File: src/design/queue_pkg.sv
// queue_pkg: shared constants of the queue and of its controller.
// assumes: included in compile order before every other design file.
package queue_pkg;

  // default shape of the queue
  localparam int QUEUE_DEPTH     = 16;
  localparam int QUEUE_DATA_W    = 8;
  localparam int NEAR_FULL_DEF   = 12;
  localparam int NEAR_EMPTY_DEF  = 2;
  localparam int WR_SYNC_DEF     = 3;
  localparam int RD_SYNC_DEF     = 3;
  localparam int CLR_SYNC_STAGES = 2;

  // controller register map (byte addresses, one word each)
  localparam logic [7:0] OFS_DATA     = 8'h00;
  localparam logic [7:0] OFS_STATUS   = 8'h04;
  localparam logic [7:0] OFS_LEVEL    = 8'h08;
  localparam logic [7:0] OFS_IRQ_STAT = 8'h0c;
  localparam logic [7:0] OFS_IRQ_CLR  = 8'h10;
  localparam logic [7:0] OFS_IRQ_EN   = 8'h14;
  localparam logic [7:0] OFS_CTRL     = 8'h18;

  // flag positions, shared by status, irq status, clear and enable
  localparam int BIT_FULL       = 0;
  localparam int BIT_EMPTY      = 1;
  localparam int BIT_NEAR_FULL  = 2;
  localparam int BIT_NEAR_EMPTY = 3;
  localparam int FLAG_W         = 4;

  // control register: bit 0 pulses the queue clear
  localparam int BIT_CTRL_CLEAR = 0;

  // reset values
  localparam logic [FLAG_W-1:0] IRQ_EN_RST = 4'h0;
  localparam logic [31:0]       RDATA_RST  = 32'h0000_0000;
  // flags as reset leaves them: empty and near-empty high
  localparam logic [FLAG_W-1:0] FLAGS_RST  = 4'ha;

  // cycles the controller waits after a push or pop before head data
  // is trusted (head path plain / with output register)
  localparam logic [1:0] SETTLE_PLAIN = 2'h1;
  localparam logic [1:0] SETTLE_OREG  = 2'h2;

endpackage

File: src/design/queue_if.sv
// queue_if: push/pop link between the queue and its controller.
// assumes: both ends run on the same clock and reset.
`timescale 1ns/1ps
interface queue_if #(
  parameter int DW = 8,
  parameter int LW = 5
);
  logic          push;
  logic          pop;
  logic          clear;
  logic [DW-1:0] wdata;
  logic [DW-1:0] rdata;
  logic          full;
  logic          empty;
  logic          near_full;
  logic          near_empty;
  logic [LW-1:0] level;

  modport dev (
    input  push, pop, clear, wdata,
    output rdata, full, empty, near_full, near_empty, level
  );

  modport ctl (
    output push, pop, clear, wdata,
    input  rdata, full, empty, near_full, near_empty, level
  );
endinterface

File: src/design/queue_core.sv
// queue_core: first-in first-out queue, single- or dual-clock form.
// assumes: DEPTH is a power of two; one clock drives both sides, the
// dual form keeps its pointer crossings as stage delays.
//
// What this block does
// - near-full high when level at or above threshold
// - near-empty high when level below threshold
// - overflow protection ignores pushes while full
// - underflow protection ignores pops while empty
// - dual form writer drops push on full
// - dual form reader drops pop on empty
// - request drop holds whatever the clock ratio
// - single form requesters drop requests on flags
// - optional output register, off by default
// - related clocks use one synchroniser stage
// - near-empty follows level only, not data readiness
// - empty lags push by one write cycle, single form; dual form adds the read stages
// - thresholds and output register single form only
// - clock and stage options dual form only
// - optional clear synchroniser, write side
// - optional clear synchroniser, read side
//
// Chosen here: the placing of the registers and the APB interface to the registers.
`timescale 1ns/1ps
module queue_core import queue_pkg::*; #(
  parameter int DEPTH         = QUEUE_DEPTH,
  parameter int DW            = QUEUE_DATA_W,
  parameter bit DUAL_FORM     = 1'b0,
  parameter bit OVF_CHECK     = 1'b1,
  parameter bit UNF_CHECK     = 1'b1,
  parameter bit OUT_REG       = 1'b0,
  parameter int NEAR_FULL_TH  = NEAR_FULL_DEF,
  parameter int NEAR_EMPTY_TH = NEAR_EMPTY_DEF,
  parameter bit CLOCKS_SYNC   = 1'b0,
  parameter int WR_SYNC       = WR_SYNC_DEF,
  parameter int RD_SYNC       = RD_SYNC_DEF,
  parameter bit CLR_SYNC_WR   = 1'b0,
  parameter bit CLR_SYNC_RD   = 1'b0,
  parameter int AW            = $clog2(DEPTH),
  parameter int LW            = AW + 1
) (
  input  wire logic i_clk,
  input  wire logic i_rst,
  queue_if.dev      q,
  output logic      o_push_refused,
  output logic      o_pop_refused
);

  ////////////////////////////////////////////////////////////////////////
  // helpers

  function automatic logic [LW-1:0] used_of(input logic [LW-1:0] wp,
                                            input logic [LW-1:0] rp);
    used_of = LW'(wp - rp);
  endfunction

  localparam logic [LW-1:0] DEPTH_L = LW'(DEPTH);
  localparam logic [LW-1:0] NF_TH_L = LW'(NEAR_FULL_TH);
  localparam logic [LW-1:0] NE_TH_L = LW'(NEAR_EMPTY_TH);
  // related clocks need only one retiming stage
  localparam int WS_EFF = CLOCKS_SYNC ? 1 : WR_SYNC;
  localparam int RS_EFF = CLOCKS_SYNC ? 1 : RD_SYNC;

  ////////////////////////////////////////////////////////////////////////
  // storage and state

  logic [DW-1:0] mem [DEPTH];
  logic [LW-1:0] wr_ptr_q;
  logic [LW-1:0] wr_vis_q;
  logic [LW-1:0] rd_ptr_q;
  logic [LW-1:0] count_q;
  logic [DW-1:0] rdata_q;
  logic          push_ref_q;
  logic          pop_ref_q;

  logic          clr_wr;
  logic          clr_rd;
  logic [LW-1:0] rd_in_wr;
  logic [LW-1:0] wr_in_rd;
  logic          full_w;
  logic          empty_w;
  logic          push_ok;
  logic          pop_ok;

  ////////////////////////////////////////////////////////////////////////
  // clear paths

  generate
    if (CLR_SYNC_WR) begin : g_clr_wr
      stage_sync #(
        .STAGES (CLR_SYNC_STAGES),
        .WIDTH  (1)
      ) u_clr_wr (
        .i_clk (i_clk),
        .i_rst (i_rst),
        .i_d   (q.clear),
        .o_q   (clr_wr)
      );
    end else begin : g_clr_wr_raw
      assign clr_wr = q.clear;
    end

    if (CLR_SYNC_RD) begin : g_clr_rd
      stage_sync #(
        .STAGES (CLR_SYNC_STAGES),
        .WIDTH  (1)
      ) u_clr_rd (
        .i_clk (i_clk),
        .i_rst (i_rst),
        .i_d   (q.clear),
        .o_q   (clr_rd)
      );
    end else begin : g_clr_rd_raw
      assign clr_rd = q.clear;
    end
  endgenerate

  ////////////////////////////////////////////////////////////////////////
  // pointer crossings, dual form only

  generate
    if (DUAL_FORM) begin : g_dual
      stage_sync #(
        .STAGES (WS_EFF),
        .WIDTH  (LW)
      ) u_rd2wr (
        .i_clk (i_clk),
        .i_rst (i_rst),
        .i_d   (rd_ptr_q),
        .o_q   (rd_in_wr)
      );
      stage_sync #(
        .STAGES (RS_EFF),
        .WIDTH  (LW)
      ) u_wr2rd (
        .i_clk (i_clk),
        .i_rst (i_rst),
        .i_d   (wr_vis_q),
        .o_q   (wr_in_rd)
      );
    end else begin : g_single
      assign rd_in_wr = rd_ptr_q;
      assign wr_in_rd = wr_vis_q;
    end
  endgenerate

  ////////////////////////////////////////////////////////////////////////
  // flags and request acceptance

  assign full_w  = DUAL_FORM ? (used_of(wr_ptr_q, rd_in_wr) == DEPTH_L)
                             : (count_q == DEPTH_L);
  // empty looks at the visible write pointer, a cycle behind the push
  assign empty_w = (wr_in_rd == rd_ptr_q);

  assign push_ok = q.push && !(OVF_CHECK && full_w);
  assign pop_ok  = q.pop && !(UNF_CHECK && empty_w);

  ////////////////////////////////////////////////////////////////////////
  // write side

  always_ff @(posedge i_clk) begin
    if (push_ok) begin
      mem[wr_ptr_q[AW-1:0]] <= q.wdata;
    end
  end

  always_ff @(posedge i_clk or posedge i_rst) begin
    if (i_rst) begin
      wr_ptr_q <= '0;
    end else if (clr_wr) begin
      wr_ptr_q <= '0;
    end else if (push_ok) begin
      wr_ptr_q <= LW'(wr_ptr_q + 1'b1);
    end
  end

  // write latency: a word becomes readable one cycle after its push
  always_ff @(posedge i_clk or posedge i_rst) begin
    if (i_rst) begin
      wr_vis_q <= '0;
    end else if (clr_wr) begin
      wr_vis_q <= '0;
    end else begin
      wr_vis_q <= wr_ptr_q;
    end
  end

  ////////////////////////////////////////////////////////////////////////
  // read side

  always_ff @(posedge i_clk or posedge i_rst) begin
    if (i_rst) begin
      rd_ptr_q <= '0;
    end else if (clr_rd) begin
      rd_ptr_q <= '0;
    end else if (pop_ok) begin
      rd_ptr_q <= LW'(rd_ptr_q + 1'b1);
    end
  end

  // optional pipeline stage on the head word
  always_ff @(posedge i_clk or posedge i_rst) begin
    if (i_rst) begin
      rdata_q <= '0;
    end else if (clr_rd) begin
      rdata_q <= '0;
    end else begin
      rdata_q <= mem[rd_ptr_q[AW-1:0]];
    end
  end

  // output register exists only in the single form
  assign q.rdata = (OUT_REG && !DUAL_FORM) ? rdata_q
                                           : mem[rd_ptr_q[AW-1:0]];

  ////////////////////////////////////////////////////////////////////////
  // fill level

  always_ff @(posedge i_clk or posedge i_rst) begin
    if (i_rst) begin
      count_q <= '0;
    end else if (clr_wr || clr_rd) begin
      count_q <= '0;
    end else begin
      case ({push_ok, pop_ok})
        2'b10:   count_q <= LW'(count_q + 1'b1);
        2'b01:   count_q <= LW'(count_q - 1'b1);
        default: count_q <= count_q;
      endcase
    end
  end

  assign q.level = DUAL_FORM ? used_of(wr_ptr_q, rd_in_wr) : count_q;
  assign q.full  = full_w;
  assign q.empty = empty_w;

  // thresholds only in the single form; both look at level alone
  assign q.near_full  = !DUAL_FORM && (count_q >= NF_TH_L);
  assign q.near_empty = !DUAL_FORM && (count_q < NE_TH_L);

  ////////////////////////////////////////////////////////////////////////
  // refused request pulses

  always_ff @(posedge i_clk or posedge i_rst) begin
    if (i_rst) begin
      push_ref_q <= 1'b0;
      pop_ref_q  <= 1'b0;
    end else begin
      push_ref_q <= q.push && !push_ok;
      pop_ref_q  <= q.pop && !pop_ok;
    end
  end

  assign o_push_refused = push_ref_q;
  assign o_pop_refused  = pop_ref_q;

endmodule

File: src/design/stage_sync.sv
// stage_sync: chain of flip-flops carrying a value across a boundary.
// assumes: STAGES >= 1; first stage is read only by the second one.
`timescale 1ns/1ps
module stage_sync #(
  parameter int STAGES = 2,
  parameter int WIDTH  = 1
) (
  input  wire logic             i_clk,
  input  wire logic             i_rst,
  input  wire logic [WIDTH-1:0] i_d,
  output logic      [WIDTH-1:0] o_q
);

  logic [WIDTH-1:0] chain_q [STAGES];

  always_ff @(posedge i_clk or posedge i_rst) begin
    if (i_rst) begin
      for (int i = 0; i < STAGES; i++) begin
        chain_q[i] <= '0;
      end
    end else begin
      chain_q[0] <= i_d;
      for (int i = 1; i < STAGES; i++) begin
        chain_q[i] <= chain_q[i-1];
      end
    end
  end

  assign o_q = chain_q[STAGES-1];

endmodule

File: src/flat_wrapper.sv
// flat-port wrapper written by rule: the top's interface ports become plain ports
module queue_core_flat import queue_pkg::*;
#(
  parameter int DEPTH         = QUEUE_DEPTH,
  parameter int DW            = QUEUE_DATA_W,
  parameter bit DUAL_FORM     = 1'b0,
  parameter bit OVF_CHECK     = 1'b1,
  parameter bit UNF_CHECK     = 1'b1,
  parameter bit OUT_REG       = 1'b0,
  parameter int NEAR_FULL_TH  = NEAR_FULL_DEF,
  parameter int NEAR_EMPTY_TH = NEAR_EMPTY_DEF,
  parameter bit CLOCKS_SYNC   = 1'b0,
  parameter int WR_SYNC       = WR_SYNC_DEF,
  parameter int RD_SYNC       = RD_SYNC_DEF,
  parameter bit CLR_SYNC_WR   = 1'b0,
  parameter bit CLR_SYNC_RD   = 1'b0,
  parameter int AW            = $clog2(DEPTH),
  parameter int LW            = AW + 1
)
  (i_clk, i_rst, o_push_refused, o_pop_refused, q_push, q_pop, q_clear, q_wdata, q_rdata, q_full, q_empty, q_near_full, q_near_empty, q_level);
  queue_if #(.DW(DW), .LW(LW)) q_i ();
  input  wire logic i_clk;
  input  wire logic i_rst;
  output logic o_push_refused;
  output logic o_pop_refused;
  input wire logic [$bits(q_i.push)-1:0] q_push;
  input wire logic [$bits(q_i.pop)-1:0] q_pop;
  input wire logic [$bits(q_i.clear)-1:0] q_clear;
  input wire logic [$bits(q_i.wdata)-1:0] q_wdata;
  output wire logic [$bits(q_i.rdata)-1:0] q_rdata;
  output wire logic [$bits(q_i.full)-1:0] q_full;
  output wire logic [$bits(q_i.empty)-1:0] q_empty;
  output wire logic [$bits(q_i.near_full)-1:0] q_near_full;
  output wire logic [$bits(q_i.near_empty)-1:0] q_near_empty;
  output wire logic [$bits(q_i.level)-1:0] q_level;
  assign q_i.push = q_push;
  assign q_i.pop = q_pop;
  assign q_i.clear = q_clear;
  assign q_i.wdata = q_wdata;
  assign q_rdata = q_i.rdata;
  assign q_full = q_i.full;
  assign q_empty = q_i.empty;
  assign q_near_full = q_i.near_full;
  assign q_near_empty = q_i.near_empty;
  assign q_level = q_i.level;
  queue_core #(.DEPTH(DEPTH), .DW(DW), .DUAL_FORM(DUAL_FORM), .OVF_CHECK(OVF_CHECK), .UNF_CHECK(UNF_CHECK), .OUT_REG(OUT_REG), .NEAR_FULL_TH(NEAR_FULL_TH), .NEAR_EMPTY_TH(NEAR_EMPTY_TH), .CLOCKS_SYNC(CLOCKS_SYNC), .WR_SYNC(WR_SYNC), .RD_SYNC(RD_SYNC), .CLR_SYNC_WR(CLR_SYNC_WR), .CLR_SYNC_RD(CLR_SYNC_RD), .AW(AW), .LW(LW)) u_core (.i_clk(i_clk), .i_rst(i_rst), .q(q_i), .o_push_refused(o_push_refused), .o_pop_refused(o_pop_refused));
endmodule
File: config.mk
export PLATFORM = sky130hd
export DESIGN_NAME = queue_core_flat
export DESIGN_NICKNAME = d
export VERILOG_FILES = /design/src/design/queue_pkg.sv /design/src/design/queue_if.sv /design/src/design/queue_core.sv /design/src/design/stage_sync.sv /design/src/flat_wrapper.sv
export SDC_FILE = /design/constraint.sdc
export NUM_CORES = 1
export LEC_CHECK = 0
export ABC_AREA = 1
export ABC_CLOCK_PERIOD_IN_PS = 1910
export BUFFER_PORTS_ARGS = -buffer_cell sky130_fd_sc_hd__buf_2
export CORE_UTILIZATION = 55
export DETAILED_ROUTE_END_ITERATION = 10
export PLACE_DENSITY = 0.76
export SETUP_SLACK_MARGIN = 0.15
export SYNTH_ARGS = -nofsm -noshare
export SYNTH_HDL_FRONTEND = slang
export SYNTH_SLANG_ARGS = --single-unit
File: constraint.sdc
create_clock -name i_clk -period 1.91 [get_ports i_clk]
set_input_delay 0.2865 -clock i_clk [delete_from_list [all_inputs] [get_ports i_clk]]
set_output_delay 0.2865 -clock i_clk [all_outputs]
set_load 0.01 [all_outputs]
# After elaboration in Yosys (flattened, before gate mapping)
# Memories as Yosys holds them, arrays and structs flattened.
# Cells that the tools add are included.
[op_classes]
n_addsub = 4
order_cmp = 2
n_eq_ne = 4
mux = 9
n_reduce_logical = 11
[op_table]
columns = ["operator", "n"]
rows = [
  ["5-bit two-way mux", 6],
  ["5-bit by 1-bit adder with 5-bit output, second input constant", 3],
  ["5-bit one-hot mux with 2 select lines", 1],
  ["5-bit == test", 1],
  ["5-bit == test, second input constant", 1],
  ["5-bit by 4-bit greater-or-equal comparator with 1-bit output, second input constant", 1],
  ["5-bit by 2-bit < comparator with 1-bit output, second input constant", 1],
  ["5-bit by 1-bit subtractor with 5-bit output, second input constant", 1],
  ["1-bit logical AND", 4],
  ["1-bit logical NOT", 4],
  ["2-bit nonzero test", 2],
  ["3-bit nonzero test", 1],
  ["2-bit by 1-bit == test with 1-bit output, second input constant", 1],
  ["2-bit == test, second input constant", 1],
  ["1-bit two-way mux", 2],
]
[word_totals]
regBits = 22
ram_bits = 128
in_bits = 13
out_inout_bits = 19
word_cells = 37
mem_count = 1
[memory_table]
columns = ["memory", "words", "width", "read_ports", "rd_ports_with_merged_regs", "wr", "line_no", "text"]
rows = [
  ["u_core.mem", 16, 8, 1, 0, 1, "queue_core.sv:67", "logic [DW-1:0] mem [DEPTH];"],
]

# Longest topological paths before layout
# Gate-level depths: netlist of the first run.
[depth]
depth_word = 6
mapped_depth = 18
depth_no_buf = 17

# Worst setup path after synthesis of the first run
# OpenSTA, ideal clock, no wires.
[synth_path]
path_kind = "register to register"
start = "register u_core.rd_ptr_q[1], in the netlist u_core.rd_in_wr[1]"
end = "register u_core.count_q[4], in the netlist u_core.q.level[4]"
setup_ns = 0.117
arrival_ns = 1.915
required_time_ns = 1.793
setup_slack_ns = -0.122
stages_incl_launch_ff = 17
n_path_buf = 0
synth_period_minus_slack_ns = 2.032
path_cell_list = "dfrtp_1 -> inv_2 -> nand2_2 -> nand2_2 -> nor2_2 -> nand3_4 -> nand3_4 -> inv_1 -> ha_1 -> a21oi_1 -> nand2_1 -> nand2_1 -> nand2_1 -> nand4_1 -> nand2_1 -> nand3_1 -> nand2_1"
[synth_via]
elab_chain_cells = 6
elab_cells_between_ends = 8
cone_classes = "3 x eq/ne; 2 x mux; 3 x reduce/logical"
[synth_rtl]
columns = ["element", "line_no", "text"]
rows = [
  ["from (decl)", "queue_core.sv:70", "logic [LW-1:0] rd_ptr_q;"],
  ["from (signal assigned)", "queue_core.sv:197", "rd_ptr_q <= LW'(rd_ptr_q + 1'b1);"],
  ["5-bit == test (*)", "queue_core.sv:153", "assign empty_w = (wr_in_rd == rd_ptr_q);"],
  ["1-bit logical NOT (*)", "queue_core.sv:156", "assign pop_ok = q.pop && !(UNF_CHECK && empty_w);"],
  ["1-bit logical AND (*)", "queue_core.sv:156", ""],
  ["2-bit by 1-bit == test with 1-bit output / 2-bit == test (equally long branches)", "queue_core.sv:225", "case ({push_ok, pop_ok})"],
  ["5-bit one-hot mux with 2 select lines", "queue_core.sv:225", ""],
  ["5-bit two-way mux", "queue_core.sv:222", "end else if (clr_wr || clr_rd) begin"],
  ["to (signal assigned)", "queue_core.sv:226", "2'b10: count_q <= LW'(count_q + 1'b1);"],
  ["to (signal assigned)", "queue_core.sv:227", "2'b01: count_q <= LW'(count_q - 1'b1);"],
  ["to (signal assigned)", "queue_core.sv:228", "default: count_q <= count_q;"],
  ["to (decl)", "queue_core.sv:71", "logic [LW-1:0] count_q;"],
]
# Mark *: on every way between the ends. The rest lies on a longest branch, timed or not.
# A chain may end at the register's enable or synchronous reset.

# Worst setup path after layout of the first run
[layout_path]
start = "register u_core.rd_ptr_q[0], in the netlist u_core.rd_in_wr[0]"
end = "output q_rdata[6]"
[layout_via]
elab_chain_cells = 1
[layout_rtl]
columns = ["element", "line_no", "text"]
rows = [
  ["memory 16 x 8 bit", "n/a", ""],
  ["to (decl)", "flat_wrapper.sv:30", "output wire logic [$bits(q_i.rdata)-1:0] q_rdata;"],
]
# No other way between the ends.

==> results of run 1 <==
worst paths after layout:
path	endpoint	slack, ns	cells after the start	start
max in group asynchronous	u_core.q.level[3]	1.21	4	i_rst
max reg2reg	u_core.q.level[4]	-0.32	17	u_core.rd_in_wr[0]
min reg2reg	u_core.wr_ptr_q[4]	0.48	1	u_core.wr_ptr_q[4]
max	q_rdata[6]	-0.38	6	u_core.rd_in_wr[0]
min in group asynchronous	u_core.q.level[4]	0.45	4	i_rst
min	u_core.o_push_refused	0.11	3	q_push
power by group through the flow:
stage          clock network (mW)  logic, mW  registers (mW)
6_report                     3.31       1.82            3.73
5_1_grt                      3.46       1.94            3.74
4_1_cts                      3.32       1.54            3.72
3_5_place_dp                    0       1.36            3.78
3_3_place_gp                    0       1.32            3.78
2_1_floorplan                   0      0.780            3.81
worst max-delay path, cell delays in order (launching register included):
cell	delay [ns]
sky130_fd_sc_hd__dfrtp_2	0.45
sky130_fd_sc_hd__buf_12	0.18
sky130_fd_sc_hd__o21ai_0	0.26
sky130_fd_sc_hd__o22ai_1	0.12
sky130_fd_sc_hd__o211ai_1	0.29
sky130_fd_sc_hd__nand3_1	0.11
sky130_fd_sc_hd__buf_2	0.15
cells in the mapped netlist:
master | number | area [µm²]
sky130_fd_sc_hd__edfxtp_1 | 128 | 3844
sky130_fd_sc_hd__nor2_1 | 94 | 352.8
sky130_fd_sc_hd__o21ai_0 | 60 | 300.3
sky130_fd_sc_hd__nand2_1 | 45 | 168.9
sky130_fd_sc_hd__inv_1 | 25 | 93.84
sky130_fd_sc_hd__nand3_1 | 25 | 125.1
sky130_fd_sc_hd__dfrtp_1 | 22 | 550.5
sky130_fd_sc_hd__o22ai_1 | 19 | 118.9
sky130_fd_sc_hd__o21ai_1 | 14 | 70.07
sky130_fd_sc_hd__o221ai_1 | 13 | 113.9
sky130_fd_sc_hd__clkbuf_1 | 12 | 45.04
sky130_fd_sc_hd__buf_2 | 9 | 45.04
sky130_fd_sc_hd__ha_1 | 8 | 100.1
sky130_fd_sc_hd__nand2_2 | 6 | 37.54
sky130_fd_sc_hd__a21oi_1 | 4 | 20.02
sky130_fd_sc_hd__inv_2 | 4 | 15.01
sky130_fd_sc_hd__o21ai_2 | 4 | 35.03
sky130_fd_sc_hd__buf_4 | 3 | 22.52
sky130_fd_sc_hd__nand2_4 | 3 | 33.78
sky130_fd_sc_hd__nand3_4 | 3 | 52.55
sky130_fd_sc_hd__nand4_1 | 3 | 18.77
sky130_fd_sc_hd__nor2_2 | 3 | 18.77
sky130_fd_sc_hd__o211ai_1 | 3 | 22.52
sky130_fd_sc_hd__xnor2_1 | 3 | 26.28
sky130_fd_sc_hd__nor3_1 | 2 | 10.01
sky130_fd_sc_hd__xor2_1 | 2 | 17.52
sky130_fd_sc_hd__buf_1 | 1 | 3.750
sky130_fd_sc_hd__clkinv_1 | 1 | 3.750
sky130_fd_sc_hd__fa_1 | 1 | 20.02
sky130_fd_sc_hd__inv_4 | 1 | 6.260
sky130_fd_sc_hd__nor4_1 | 1 | 6.260
sky130_fd_sc_hd__o21a_1 | 1 | 7.510
sky130_fd_sc_hd__o31ai_1 | 1 | 7.510
layer usage:
layer	track usage, %	routed length, µm	vias up
met3	5.380	1460	44
li1	-	-	2060
met4	12.16	448	0
met5	0	0	-
met2	44.88	8105	274
met1	35.94	6144	2268
per-stage QoR:
stage	setup slack (ns)	cell area [µm²]	TNS, ns
after detailed placement	-0.06493	6888	-0.1442
after global placement	0.009297	6888	0
after CTS	-0.3013	7784	-2.514
final	-0.3775	8122	-3.743
after global routing	-0.4445	8122	-5.035
after floorplan	-0.1001	6347	-0.1320
flip-flops by register name, summed over array words and instances, names as in the netlist:
name,flops
u_core.mem,128
u_core.q.level,5
u_core.rd_in_wr,5
u_core.wr_in_rd,5
u_core.wr_ptr_q,5
u_core.o_pop_refused,1
u_core.o_push_refused,1
layout make-up:
class / instances / area [µm²] / share of cell area, %
timing repair buffer: 92 / 874.6 / 10.77
clock inverter: 13 / 155.1 / 1.910
clock buffer: 19 / 432.9 / 5.330
sequential: 150 / 4399 / 54.17
tap: 140 / 175.2 / 2.157
inverter: 31 / 131.4 / 1.618
multi-input combinational: 318 / 1953 / 24.05
cell usage in the layout (no fill, tap or decap), drive strengths merged, types with 19 or more instances in the layout:
cell,Yosys,layout
edfxtp,128,128
nor2,97,97
buf,13,87
o21ai,78,78
nand2,54,54
inv,30,31
nand3,28,28
clkbuf,12,22
dfrtp,22,22
o22ai,19,19
repair_timing:
item,in CTS,in global routing
hold endpoints to repair,22,0
buffers inserted,6,7
endpoints found under the setup margin,108,97
pin swaps,18,16
gates resized for setup,51,51
cloned,4,3
hold buffers,1,0
cells by family after synthesis:
| logic type | share of synthesized area [%] |
|---|---|
| compound gates | 11.02 |
| xor+xnor | 0.6937 |
| fa+ha+maj | 1.903 |
| buf+inv | 3.725 |
| flops | 69.60 |
| simple gates | 13.06 |
==> flow_summary.rst, run 1 <==
.. list-table::
   :header-rows: 1

   * - Metric
     - Value
   * - Run status
     - finished, violations left
   * - Violated checks
     - negative setup slack
   * - Max Cap Violations
     - 0
   * - Worst slew margin
     - 54.22%
   * - Area inside the core boundary
     - 0.01103 mm²
   * - Number of levels the H-tree was split into
     - 4
   * - Horiz. Die Dim
     - 109.1 µm
   * - Fraction of layout cells with a size suffix above 1
     - 32.10%
   * - Yosys warning count
     - 0
   * - Top Ports
     - 32
   * - Grt total ovfl
     - 0
   * - Cell internal power dissipation
     - 6.506 mW
   * - Number of antenna violations at the first check in global routing
     - 0
   * - CTS root buffer
     - sky130_fd_sc_hd__clkbuf_16
   * - Wire per inst
     - 21.18 µm
   * - Clock Sink Count
     - 150
   * - Sequential cell area fraction in the yosys report
     - 69.60%
   * - Number of remaining DRC errors
     - 0
   * - Clock transition at the register clock pins on the worst setup and hold paths after CTS
     - 0.06 ns
   * - PwrDens
     - 1091 mW/mm²
   * - Filler Cells Inserted
     - 677
   * - Global-route wire length before repair
     - 23,240 µm
   * - Leakage Power
     - 3.065 nW
   * - Clock tree from TritonCTS
     - yes
   * - NetSw
     - 2.356 mW
   * - Post-route core utilization
     - 73.63%
   * - Hold WS
     - 0.1121 ns
   * - Peak Freq
     - 437.2 MHz
   * - Peak ir drop on the vdd network
     - 636.2 µV
   * - Fraction of power consumed by sequential logic
     - 42.1%
   * - Die outline area
     - 0.01191 mm²
   * - Largest buffer count on any clock path
     - 2
   * - Final worst-path setup slack
     - -0.3775 ns
   * - Kind of path behind the tightest hold check
     - input pin to flip-flop
   * - Aggregate routed wire length
     - 16,160 µm
   * - Data arrival time at the worst-slack endpoint
     - 2.00 ns
   * - Pwr Total
     - 8.862 mW
   * - Total clock buffers created by CTS
     - 17
   * - Number of nets still failing antenna checks after routing
     - 0
   * - Final worst path period need
     - 2.288 ns
   * - Setup repair after global routing missed its margin
     - yes
   * - Setup skew after layout
     - 0.01137 ns
   * - Type of the worst setup path
     - flip-flop to primary output
   * - Total track usage
     - 27.51%
   * - Largest net degree at the start of global routing
     - 35
   * - Worst Setup Start Kind
     - flip-flop
   * - Period Utilization, post-route
     - 119.8%
   * - Synthesized area per cell
     - 12.05 µm²
   * - Number of setup violations in the final report
     - 19
   * - Worst-Margin Slew
     - 0.6860 ns
   * - Cell area after synthesis
     - 0.006314 mm²
   * - Routed via count divided by cell count
     - 6.089
   * - Flip-flop and latch count after synthesis
     - 150
   * - Final max-slew violation count
     - 0
   * - Count of port buffers added during placement
     - 31
   * - Placed insts
     - 710
   * - Logic gate share of total power
     - 20.5%
   * - Final-report hold violation count
     - 0
   * - Diode count
     - 0
   * - Sw frac
     - 26.58%
   * - Final net count
     - 632
   * - Post-DP HPWL
     - 9026 µm
   * - Layout Area Growth over Synthesis
     - 28.64%
   * - Distinct cell type count after synthesis
     - 33
   * - Clock power frac
     - 37.4%
   * - Data required time at the worst endpoint
     - 1.62 ns
   * - Sort of element at the end of the critical path
     - primary output
   * - Core Rows
     - 38
   * - Initial Util
     - 57.24%
   * - Clock latency of the later-clocked register in the worst-skew pair
     - 0.42 ns
   * - Via count of the first global-routing pass
     - 4,358
   * - Die outline height
     - 109.1 µm
   * - DR vias
     - 4,646
   * - Critical Path Fanout Max
     - 34
   * - 1st-iter DRT viols
     - 464
   * - Number of instances in the synthesized netlist
     - 524
   * - Count of TritonRoute iterations in the first routing pass
     - 5
   * - Synthesized Nets
     - 546
   * - Cell Count, Final, Fillers Out
     - 763
   * - Global placer's final weighted congestion
     - 0.8293
Note: power is estimated with default switching activity, not from simulation.
==> inputs of run 2 (changes only) <==
--- a/config.mk
+++ b/config.mk
@@ -12,6 +12,7 @@
 export DETAILED_ROUTE_END_ITERATION = 10
 export PLACE_DENSITY = 0.76
 export SETUP_SLACK_MARGIN = 0.15
+export SKIP_CTS_REPAIR_TIMING = 1
 export SYNTH_ARGS = -nofsm -noshare
 export SYNTH_HDL_FRONTEND = slang
 export SYNTH_SLANG_ARGS = --single-unit
==> flow_summary.rst, run 2 (synthesis gave the netlist of run 1 again) <==
.. list-table::
   :header-rows: 1

   * - Metric
     - Value
   * - Type of the worst setup path
     - flip-flop to flip-flop
   * - Global placer's final weighted congestion
     - 0.8293 (unchanged)
   * - Kind of path behind the tightest hold check
     - input pin to flip-flop
   * - Final-report hold violation count
     - 0 (unchanged)
   * - Startpoint of the lowest-slack register-to-register path
     - u_core.rd_in_wr[0]
   * - Hold WS
     - 0.1127 ns (+0.0005480 ns)
   * - Number of levels the H-tree was split into
     - 4 (unchanged)
   * - Logic gate share of total power
     - 20.9% (+0.4 points)
   * - Sw frac
     - 27.15% (+0.56 points)
   * - Wire per inst
     - 21.55 µm (+1.8%)
   * - Diode count
     - 0 (unchanged)
   * - Die outline height
     - 109.1 µm (unchanged)
   * - Top Ports
     - 32 (unchanged)
   * - Core Rows
     - 38 (unchanged)
   * - Setup repair after global routing missed its margin
     - yes
   * - Cell internal power dissipation
     - 6.510 mW (about the same)
   * - Final worst path period need
     - 2.340 ns (+0.05209 ns)
   * - Number of setup violations in the final report
     - 13 (-6)
   * - Count of TritonRoute iterations in the first routing pass
     - 6 (+1)
   * - Via count of the first global-routing pass
     - 4,357 (-0.023%)
   * - Layout Area Growth over Synthesis
     - 28.72% (about the same)
   * - Most Frequent Cell on Critical Path
     - sky130_fd_sc_hd__nand2_1
   * - DR vias
     - 4,615 (-0.67%)
   * - Largest net degree at the start of global routing
     - 43 (+23%)
   * - Final TNS setup
     - -4.290 ns (-0.5467 ns)
   * - Horiz. Die Dim
     - 109.1 µm (unchanged)
   * - Leakage Power
     - 3.025 nW (-1.3%)
   * - Number of cells on the worst reg-to-reg path
     - 17 (unchanged)
   * - Critical Path Fanout Max
     - 6 (-82%)
   * - Data required time at the worst endpoint
     - 2.27 ns (+0.65 ns)
   * - Worst slew margin
     - 61.60% (+7.4 points)
   * - R2R Path End
     - u_core.q.level[4]
   * - NetSw
     - 2.426 mW (+3.0%)
   * - Maximum single-stage delay on the critical path
     - 0.57 ns (+0.12 ns)
   * - CTS root buffer
     - sky130_fd_sc_hd__clkbuf_16
   * - Cell with the largest stage delay on the worst path
     - sky130_fd_sc_hd__dfrtp_4
   * - Period Utilization, post-route
     - 122.5% (+2.7 points)
   * - Worst Setup Start Kind
     - flip-flop
   * - Run status
     - finished, violations left
   * - Worst-Margin Slew
     - 0.5754 ns (-0.1106 ns)
   * - Setup slack on the worst flop-to-flop path
     - -0.43 ns (-0.11 ns)
   * - Number of remaining DRC errors
     - 0 (unchanged)
   * - Hold path cells
     - 3 (unchanged)
   * - Largest buffer count on any clock path
     - 2 (unchanged)
   * - Total track usage
     - 26.40% (-1.1 points)
   * - Initial Util
     - 57.24% (unchanged)
   * - Grt total ovfl
     - 0 (unchanged)
   * - Final net count
     - 628 (-0.63%)
   * - Fraction of layout cells with a size suffix above 1
     - 34.09% (+2.0 points)
   * - Aggregate routed wire length
     - 16,360 µm (+1.2%)
   * - Final max-slew violation count
     - 0 (unchanged)
   * - Violated checks
     - negative setup slack
   * - Count of port buffers added during placement
     - 31 (unchanged)
   * - Clock latency of the later-clocked register in the worst-skew pair
     - 0.42 ns (about the same)
   * - Post-DP HPWL
     - 9026 µm (unchanged)
   * - Clock Sink Count
     - 150 (unchanged)
   * - Worst-case hold path end point
     - u_core.o_push_refused
   * - Total clock buffers created by CTS
     - 17 (unchanged)
   * - 1st-iter DRT viols
     - 373 (-20%)
   * - Top library cells by usage in the layout, fill and taps aside
     - sky130_fd_sc_hd__edfxtp_1 (128), sky130_fd_sc_hd__nor2_1 (71), sky130_fd_sc_hd__nand2_1 (42)
   * - Max Cap Violations
     - 0 (unchanged)
   * - Data arrival time at the worst-slack endpoint
     - 2.70 ns (+0.70 ns)
   * - Number of antenna violations at the first check in global routing
     - 0 (unchanged)
   * - Sort of element at the end of the critical path
     - flip-flop
   * - Peak Freq
     - 427.4 MHz (-2.2%)
   * - Routed via count divided by cell count
     - 6.080 (-0.14%)
   * - Final worst-path setup slack
     - -0.4296 ns (-0.05209 ns)
   * - Die outline area
     - 0.01191 mm² (unchanged)
   * - PwrDens
     - 1100 mW/mm² (+0.76%)
   * - CP cell instances
     - buf_6, nand2_2, inv_2, nor2_2, nor2_2, nand3_4, nand3_4, fa_2, inv_2, nand3_2, nand2_1, nand2_1, nand2_1, nand4_1, nand2_1, nand3_1, nand2_1
   * - Origin of the worst min-delay path
     - q_push
   * - Most common cell after layout, fill and taps aside
     - sky130_fd_sc_hd__edfxtp_1
   * - Setup skew after layout
     - 0.009177 ns (-0.002192 ns)
   * - Fraction of power consumed by sequential logic
     - 41.9% (-0.2 points)
   * - Global-route wire length before repair
     - 22,450 µm (-3.4%)
   * - Flip-flop count of the largest register after layout
     - 128 (unchanged)
   * - Number of nets still failing antenna checks after routing
     - 0 (unchanged)
   * - Clock transition at the register clock pins on the worst setup and hold paths after CTS
     - 0.06 ns (about the same)
   * - Clock power frac
     - 37.1% (-0.3 points)
   * - Area inside the core boundary
     - 0.01103 mm² (unchanged)
   * - Clock tree from TritonCTS
     - yes
   * - Peak ir drop on the vdd network
     - 649.8 µV (+2.1%)
run 2: changes by cell type in the layout (fill, tap and decap cells not counted), sizes merged:
| cell | delta |
|---|---|
| bufbuf | -1 |
| inv | -1 |
| clkbuf | +3 |
| clkinv | +1 |
| buf | -6 |
run 2: per-layer routing:
metal,global-route usage (%),routed length [µm],vias up,part of all wire (%)
li1,-,-,2061,-
met1,34.27,6208,2272,38
met2,42.99,8214,243,50
met3,5.499,1386,39,8.5
met4,11.78,548,0,3.4
met5,0,0,-,0
run 2: power groups by stage:
stage / Clock [mW] / Sequential (mW) / Combinational [mW]
2_1_floorplan: 0 / 3.81 / 0.780
3_3_place_gp: 0 / 3.78 / 1.32
3_5_place_dp: 0 / 3.78 / 1.36
4_1_cts: 3.32 / 3.72 / 1.37
5_1_grt: 3.46 / 3.75 / 1.98
6_report: 3.32 / 3.74 / 1.87
run 2: worst max path at each step:
stage	from	end	depth (start not counted)
after floorplan	u_core.q.level[1]	u_core.q.level[4]	15
after global placement	u_core.q.level[2]	u_core.q.level[4]	15
after detailed placement	u_core.q.level[2]	u_core.q.level[4]	15
after CTS	u_core.rd_in_wr[0]	q_rdata[5]	7
after global routing	u_core.rd_in_wr[0]	u_core.q.level[4]	18
final	u_core.rd_in_wr[0]	u_core.q.level[4]	17
run 2: area by class of cell:
cell class | count | area (µm²)
flip-flops and latches | 150 | 4400
fillers | 669 | 2904
multi-input cells | 318 | 2043
repair buffers | 88 | 785.8
clock buffers | 19 | 432.9
well taps | 140 | 175.2
clock inverters | 13 | 155.1
inverters | 31 | 133.9
run 2: worst max-delay path, delay by kind of cell (launching register included):
family        cells  cell delay (ns)
simple gates     13             1.03
buf+inv           3             0.27
fa+ha+maj         1             0.39
flops             1             0.57
run 2: stage by stage:
stage          area (µm²)  setup WS, ns  utilization, %  power, mW  instances
2_1_floorplan        6347       -0.1001               -      4.589        524
3_3_place_gp         6888      0.009297           62.44      5.092        710
3_5_place_dp         6888      -0.06493           62.44      5.142        710
4_1_cts              7476       -0.4729           67.77      8.404        742
5_1_grt              8127       -0.5488           73.67      9.186        759
6_report             8127       -0.4296           73.67      8.936        759
==> inputs of run 3 (changes only) <==
--- a/config.mk
+++ b/config.mk
@@ -11,7 +11,6 @@
 export CORE_UTILIZATION = 55
 export DETAILED_ROUTE_END_ITERATION = 10
 export PLACE_DENSITY = 0.76
-export SETUP_SLACK_MARGIN = 0.15
 export SKIP_CTS_REPAIR_TIMING = 1
 export SYNTH_ARGS = -nofsm -noshare
 export SYNTH_HDL_FRONTEND = slang
==> flow_summary.rst, run 3 (synthesis gave the netlist of run 1 again) <==
.. list-table::
   :header-rows: 1

   * - Metric
     - Value
   * - Run status
     - finished, violations left
   * - Violated checks
     - negative setup slack
   * - Setup repair after global routing missed its margin
     - yes
   * - Largest net degree at the start of global routing
     - 43 (unchanged)
   * - Most common cell after layout, fill and taps aside
     - sky130_fd_sc_hd__edfxtp_1
   * - Top library cells by usage in the layout, fill and taps aside
     - sky130_fd_sc_hd__edfxtp_1 (128), sky130_fd_sc_hd__nor2_1 (74), sky130_fd_sc_hd__nand2_1 (44)
   * - Placed insts
     - 710 (unchanged)
   * - Die outline area
     - 0.01191 mm² (unchanged)
   * - Final worst path period need
     - 2.300 ns (-0.03946 ns)
   * - CP cell instances
     - clkinv_8, clkbuf_16, o21ai_4, o22ai_2, o211ai_1, nand3_1, buf_2
   * - Diode count
     - 0 (unchanged)
   * - Data arrival time at the worst-slack endpoint
     - 2.01 ns (-0.69 ns)
   * - Setup skew after layout
     - 0.007876 ns (-0.001301 ns)
   * - Global-route wire length before repair
     - 22,450 µm (unchanged)
   * - Worst-Margin Slew
     - 0.6939 ns (+0.1185 ns)
   * - Worst-case hold path end point
     - u_core.o_push_refused
   * - Filler Cells Inserted
     - 702 (+4.9%)
   * - Total clock buffers created by CTS
     - 17 (unchanged)
   * - Number of antenna violations at the first check in global routing
     - 0 (unchanged)
   * - Largest buffer count on any clock path
     - 2 (unchanged)
   * - Sort of element at the end of the critical path
     - primary output
   * - Period Utilization, post-route
     - 120.4% (-2.1 points)
   * - Count of TritonRoute iterations in the first routing pass
     - 5 (-1)
   * - Number of nets still failing antenna checks after routing
     - 0 (unchanged)
   * - Clock Sink Count
     - 150 (unchanged)
   * - Leakage Power
     - 3.013 nW (-0.42%)
   * - Wire per inst
     - 21.18 µm (-1.7%)
   * - Number of buffers and inverters on the critical path
     - 3 (unchanged)
   * - Via count of the first global-routing pass
     - 4,357 (unchanged)
   * - Count of cell instances traversed by the critical path
     - 7 (-10)
   * - Final-report hold violation count
     - 0 (unchanged)
   * - Number of cells on the worst reg-to-reg path
     - 17 (unchanged)
   * - Flip-flop count of the largest register after layout
     - 128 (unchanged)
   * - Peak ir drop on the vdd network
     - 638.9 µV (-1.7%)
   * - Pwr Total
     - 8.872 mW (-0.71%)
   * - Max Cap Violations
     - 0 (unchanged)
   * - Setup slack on the worst flop-to-flop path
     - -0.36 ns (+0.07 ns)
   * - Count of port buffers added during placement
     - 31 (unchanged)
   * - Hold path cells
     - 3 (unchanged)
   * - Startpoint of the lowest-slack register-to-register path
     - u_core.rd_in_wr[0]
   * - Core Rows
     - 38 (unchanged)
   * - Final net count
     - 628 (unchanged)
   * - Data required time at the worst endpoint
     - 1.62 ns (-0.65 ns)
   * - Number of remaining DRC errors
     - 0 (unchanged)
   * - Clock transition at the register clock pins on the worst setup and hold paths after CTS
     - 0.06 ns (about the same)
   * - DR vias
     - 4,657 (+0.91%)
   * - Post-DP HPWL
     - 9026 µm (unchanged)
   * - Maximum single-stage delay on the critical path
     - 0.55 ns (-0.02 ns)
   * - Type of the worst setup path
     - flip-flop to primary output
   * - Final worst-path setup slack
     - -0.3901 ns (+0.03946 ns)
   * - Horiz. Die Dim
     - 109.1 µm (unchanged)
   * - Cell Count, Final, Fillers Out
     - 759 (unchanged)
   * - CTS root buffer
     - sky130_fd_sc_hd__clkbuf_16
   * - Crit-path leading delay family
     - flip-flops
   * - Layout Area Growth over Synthesis
     - 27.03%
   * - Grt total ovfl
     - 0 (unchanged)
   * - Final TNS setup
     - -4.148 ns (+0.1416 ns)
   * - Die outline height
     - 109.1 µm (unchanged)
   * - Post-route core utilization
     - 72.71% (-0.96 points)
   * - Peak Freq
     - 434.8 MHz (+1.7%)
   * - Aggregate routed wire length
     - 16,080 µm (-1.7%)
   * - Clock tree from TritonCTS
     - yes
   * - Clock latency of the later-clocked register in the worst-skew pair
     - 0.42 ns (about the same)
   * - Number of setup violations in the final report
     - 13 (unchanged)
   * - Initial Util
     - 57.24% (unchanged)
   * - Top Ports
     - 32 (unchanged)
   * - Kind of path behind the tightest hold check
     - input pin to flip-flop
   * - Cell with the largest stage delay on the worst path
     - sky130_fd_sc_hd__dfrtp_4
   * - Critical Path Fanout Max
     - 8 (+2)
   * - Routed via count divided by cell count
     - 6.136 (+0.91%)
   * - Area inside the core boundary
     - 0.01103 mm² (unchanged)
   * - PwrDens
     - 1106 mW/mm² (+0.61%)
   * - Fraction of layout cells with a size suffix above 1
     - 32.63% (-1.5 points)
   * - Total track usage
     - 26.40% (unchanged)
   * - Global placer's final weighted congestion
     - 0.8293 (unchanged)
   * - R2R Path End
     - u_core.q.level[4]
   * - Origin of the worst min-delay path
     - q_push
   * - Final max-slew violation count
     - 0 (unchanged)
   * - Worst slew margin
     - 53.57% (-8.0 points)
   * - Number of levels the H-tree was split into
     - 4 (unchanged)
   * - Worst Setup Start Kind
     - flip-flop
   * - 1st-iter DRT viols
     - 512 (+37%)
## run 3: worst max path at each step
stage	start	slack [ns]	to
6_report	u_core.rd_in_wr[0]	-0.39	q_rdata[3]
5_1_grt	u_core.rd_in_wr[0]	-0.47	u_core.q.level[4]
3_3_place_gp	u_core.q.level[2]	0.009	u_core.q.level[4]
2_1_floorplan	u_core.q.level[1]	-0.10	u_core.q.level[4]
3_5_place_dp	u_core.q.level[2]	-0.06	u_core.q.level[4]
4_1_cts	u_core.rd_in_wr[0]	-0.47	q_rdata[5]
## run 3: stage by stage
step	setup WS [ns]	instance area, µm²	hold slack (ns)
3_5_place_dp	-0.06493	6888	0.3366
3_3_place_gp	0.009297	6888	0.3308
5_1_grt	-0.4702	8020	0.1078
2_1_floorplan	-0.1001	6347	0.2756
6_report	-0.3901	8020	0.1111
4_1_cts	-0.4729	7476	-0.1044
## run 3: layer usage
metal,vias up,part of all wire (%),track usage (%)
li1,2057,-,-
met1,2290,38,34.27
met2,277,50,42.99
met3,33,8.9,5.499
met4,0,2.7,11.78
met5,-,0,0
## run 3: where the power goes
group,internal [mW],total [mW],leakage (nW),switching (mW)
Combinational,0.774,1.80,1.28,1.03
Sequential,3.67,3.74,1.45,0.0711
Clock,2.05,3.33,0.285,1.28
## run 3: cell type report
type                            instances  area [µm²]  area share [%]
Clock buffer                           19       432.9           5.398
Clock inverter                         13       155.1           1.934
Inverter                               31       133.9           1.669
Multi-Input combinational cell        318        1941           24.20
Sequential cell                       150        4400           54.87
Tap cell                              140       175.2           2.184
Timing Repair Buffer                   88       782.0           9.750
## run 3: worst register-to-register path, cell delays in order, from the launching register on
cell and delay, ns:
sky130_fd_sc_hd__dfrtp_4 0.57, sky130_fd_sc_hd__buf_6 0.17, sky130_fd_sc_hd__nand2_2 0.06, sky130_fd_sc_hd__inv_2 0.03, sky130_fd_sc_hd__nor2_2 0.09, sky130_fd_sc_hd__nor2_2 0.06
sky130_fd_sc_hd__nand3_4 0.07, sky130_fd_sc_hd__nand3_4 0.10, sky130_fd_sc_hd__fa_2 0.39, sky130_fd_sc_hd__inv_2 0.07, sky130_fd_sc_hd__nand3_2 0.06, sky130_fd_sc_hd__nand2_1 0.07
sky130_fd_sc_hd__nand2_1 0.04, sky130_fd_sc_hd__nand2_1 0.08, sky130_fd_sc_hd__nand4_1 0.10, sky130_fd_sc_hd__nand2_1 0.09, sky130_fd_sc_hd__nand3_1 0.07, sky130_fd_sc_hd__nand2_1 0.09
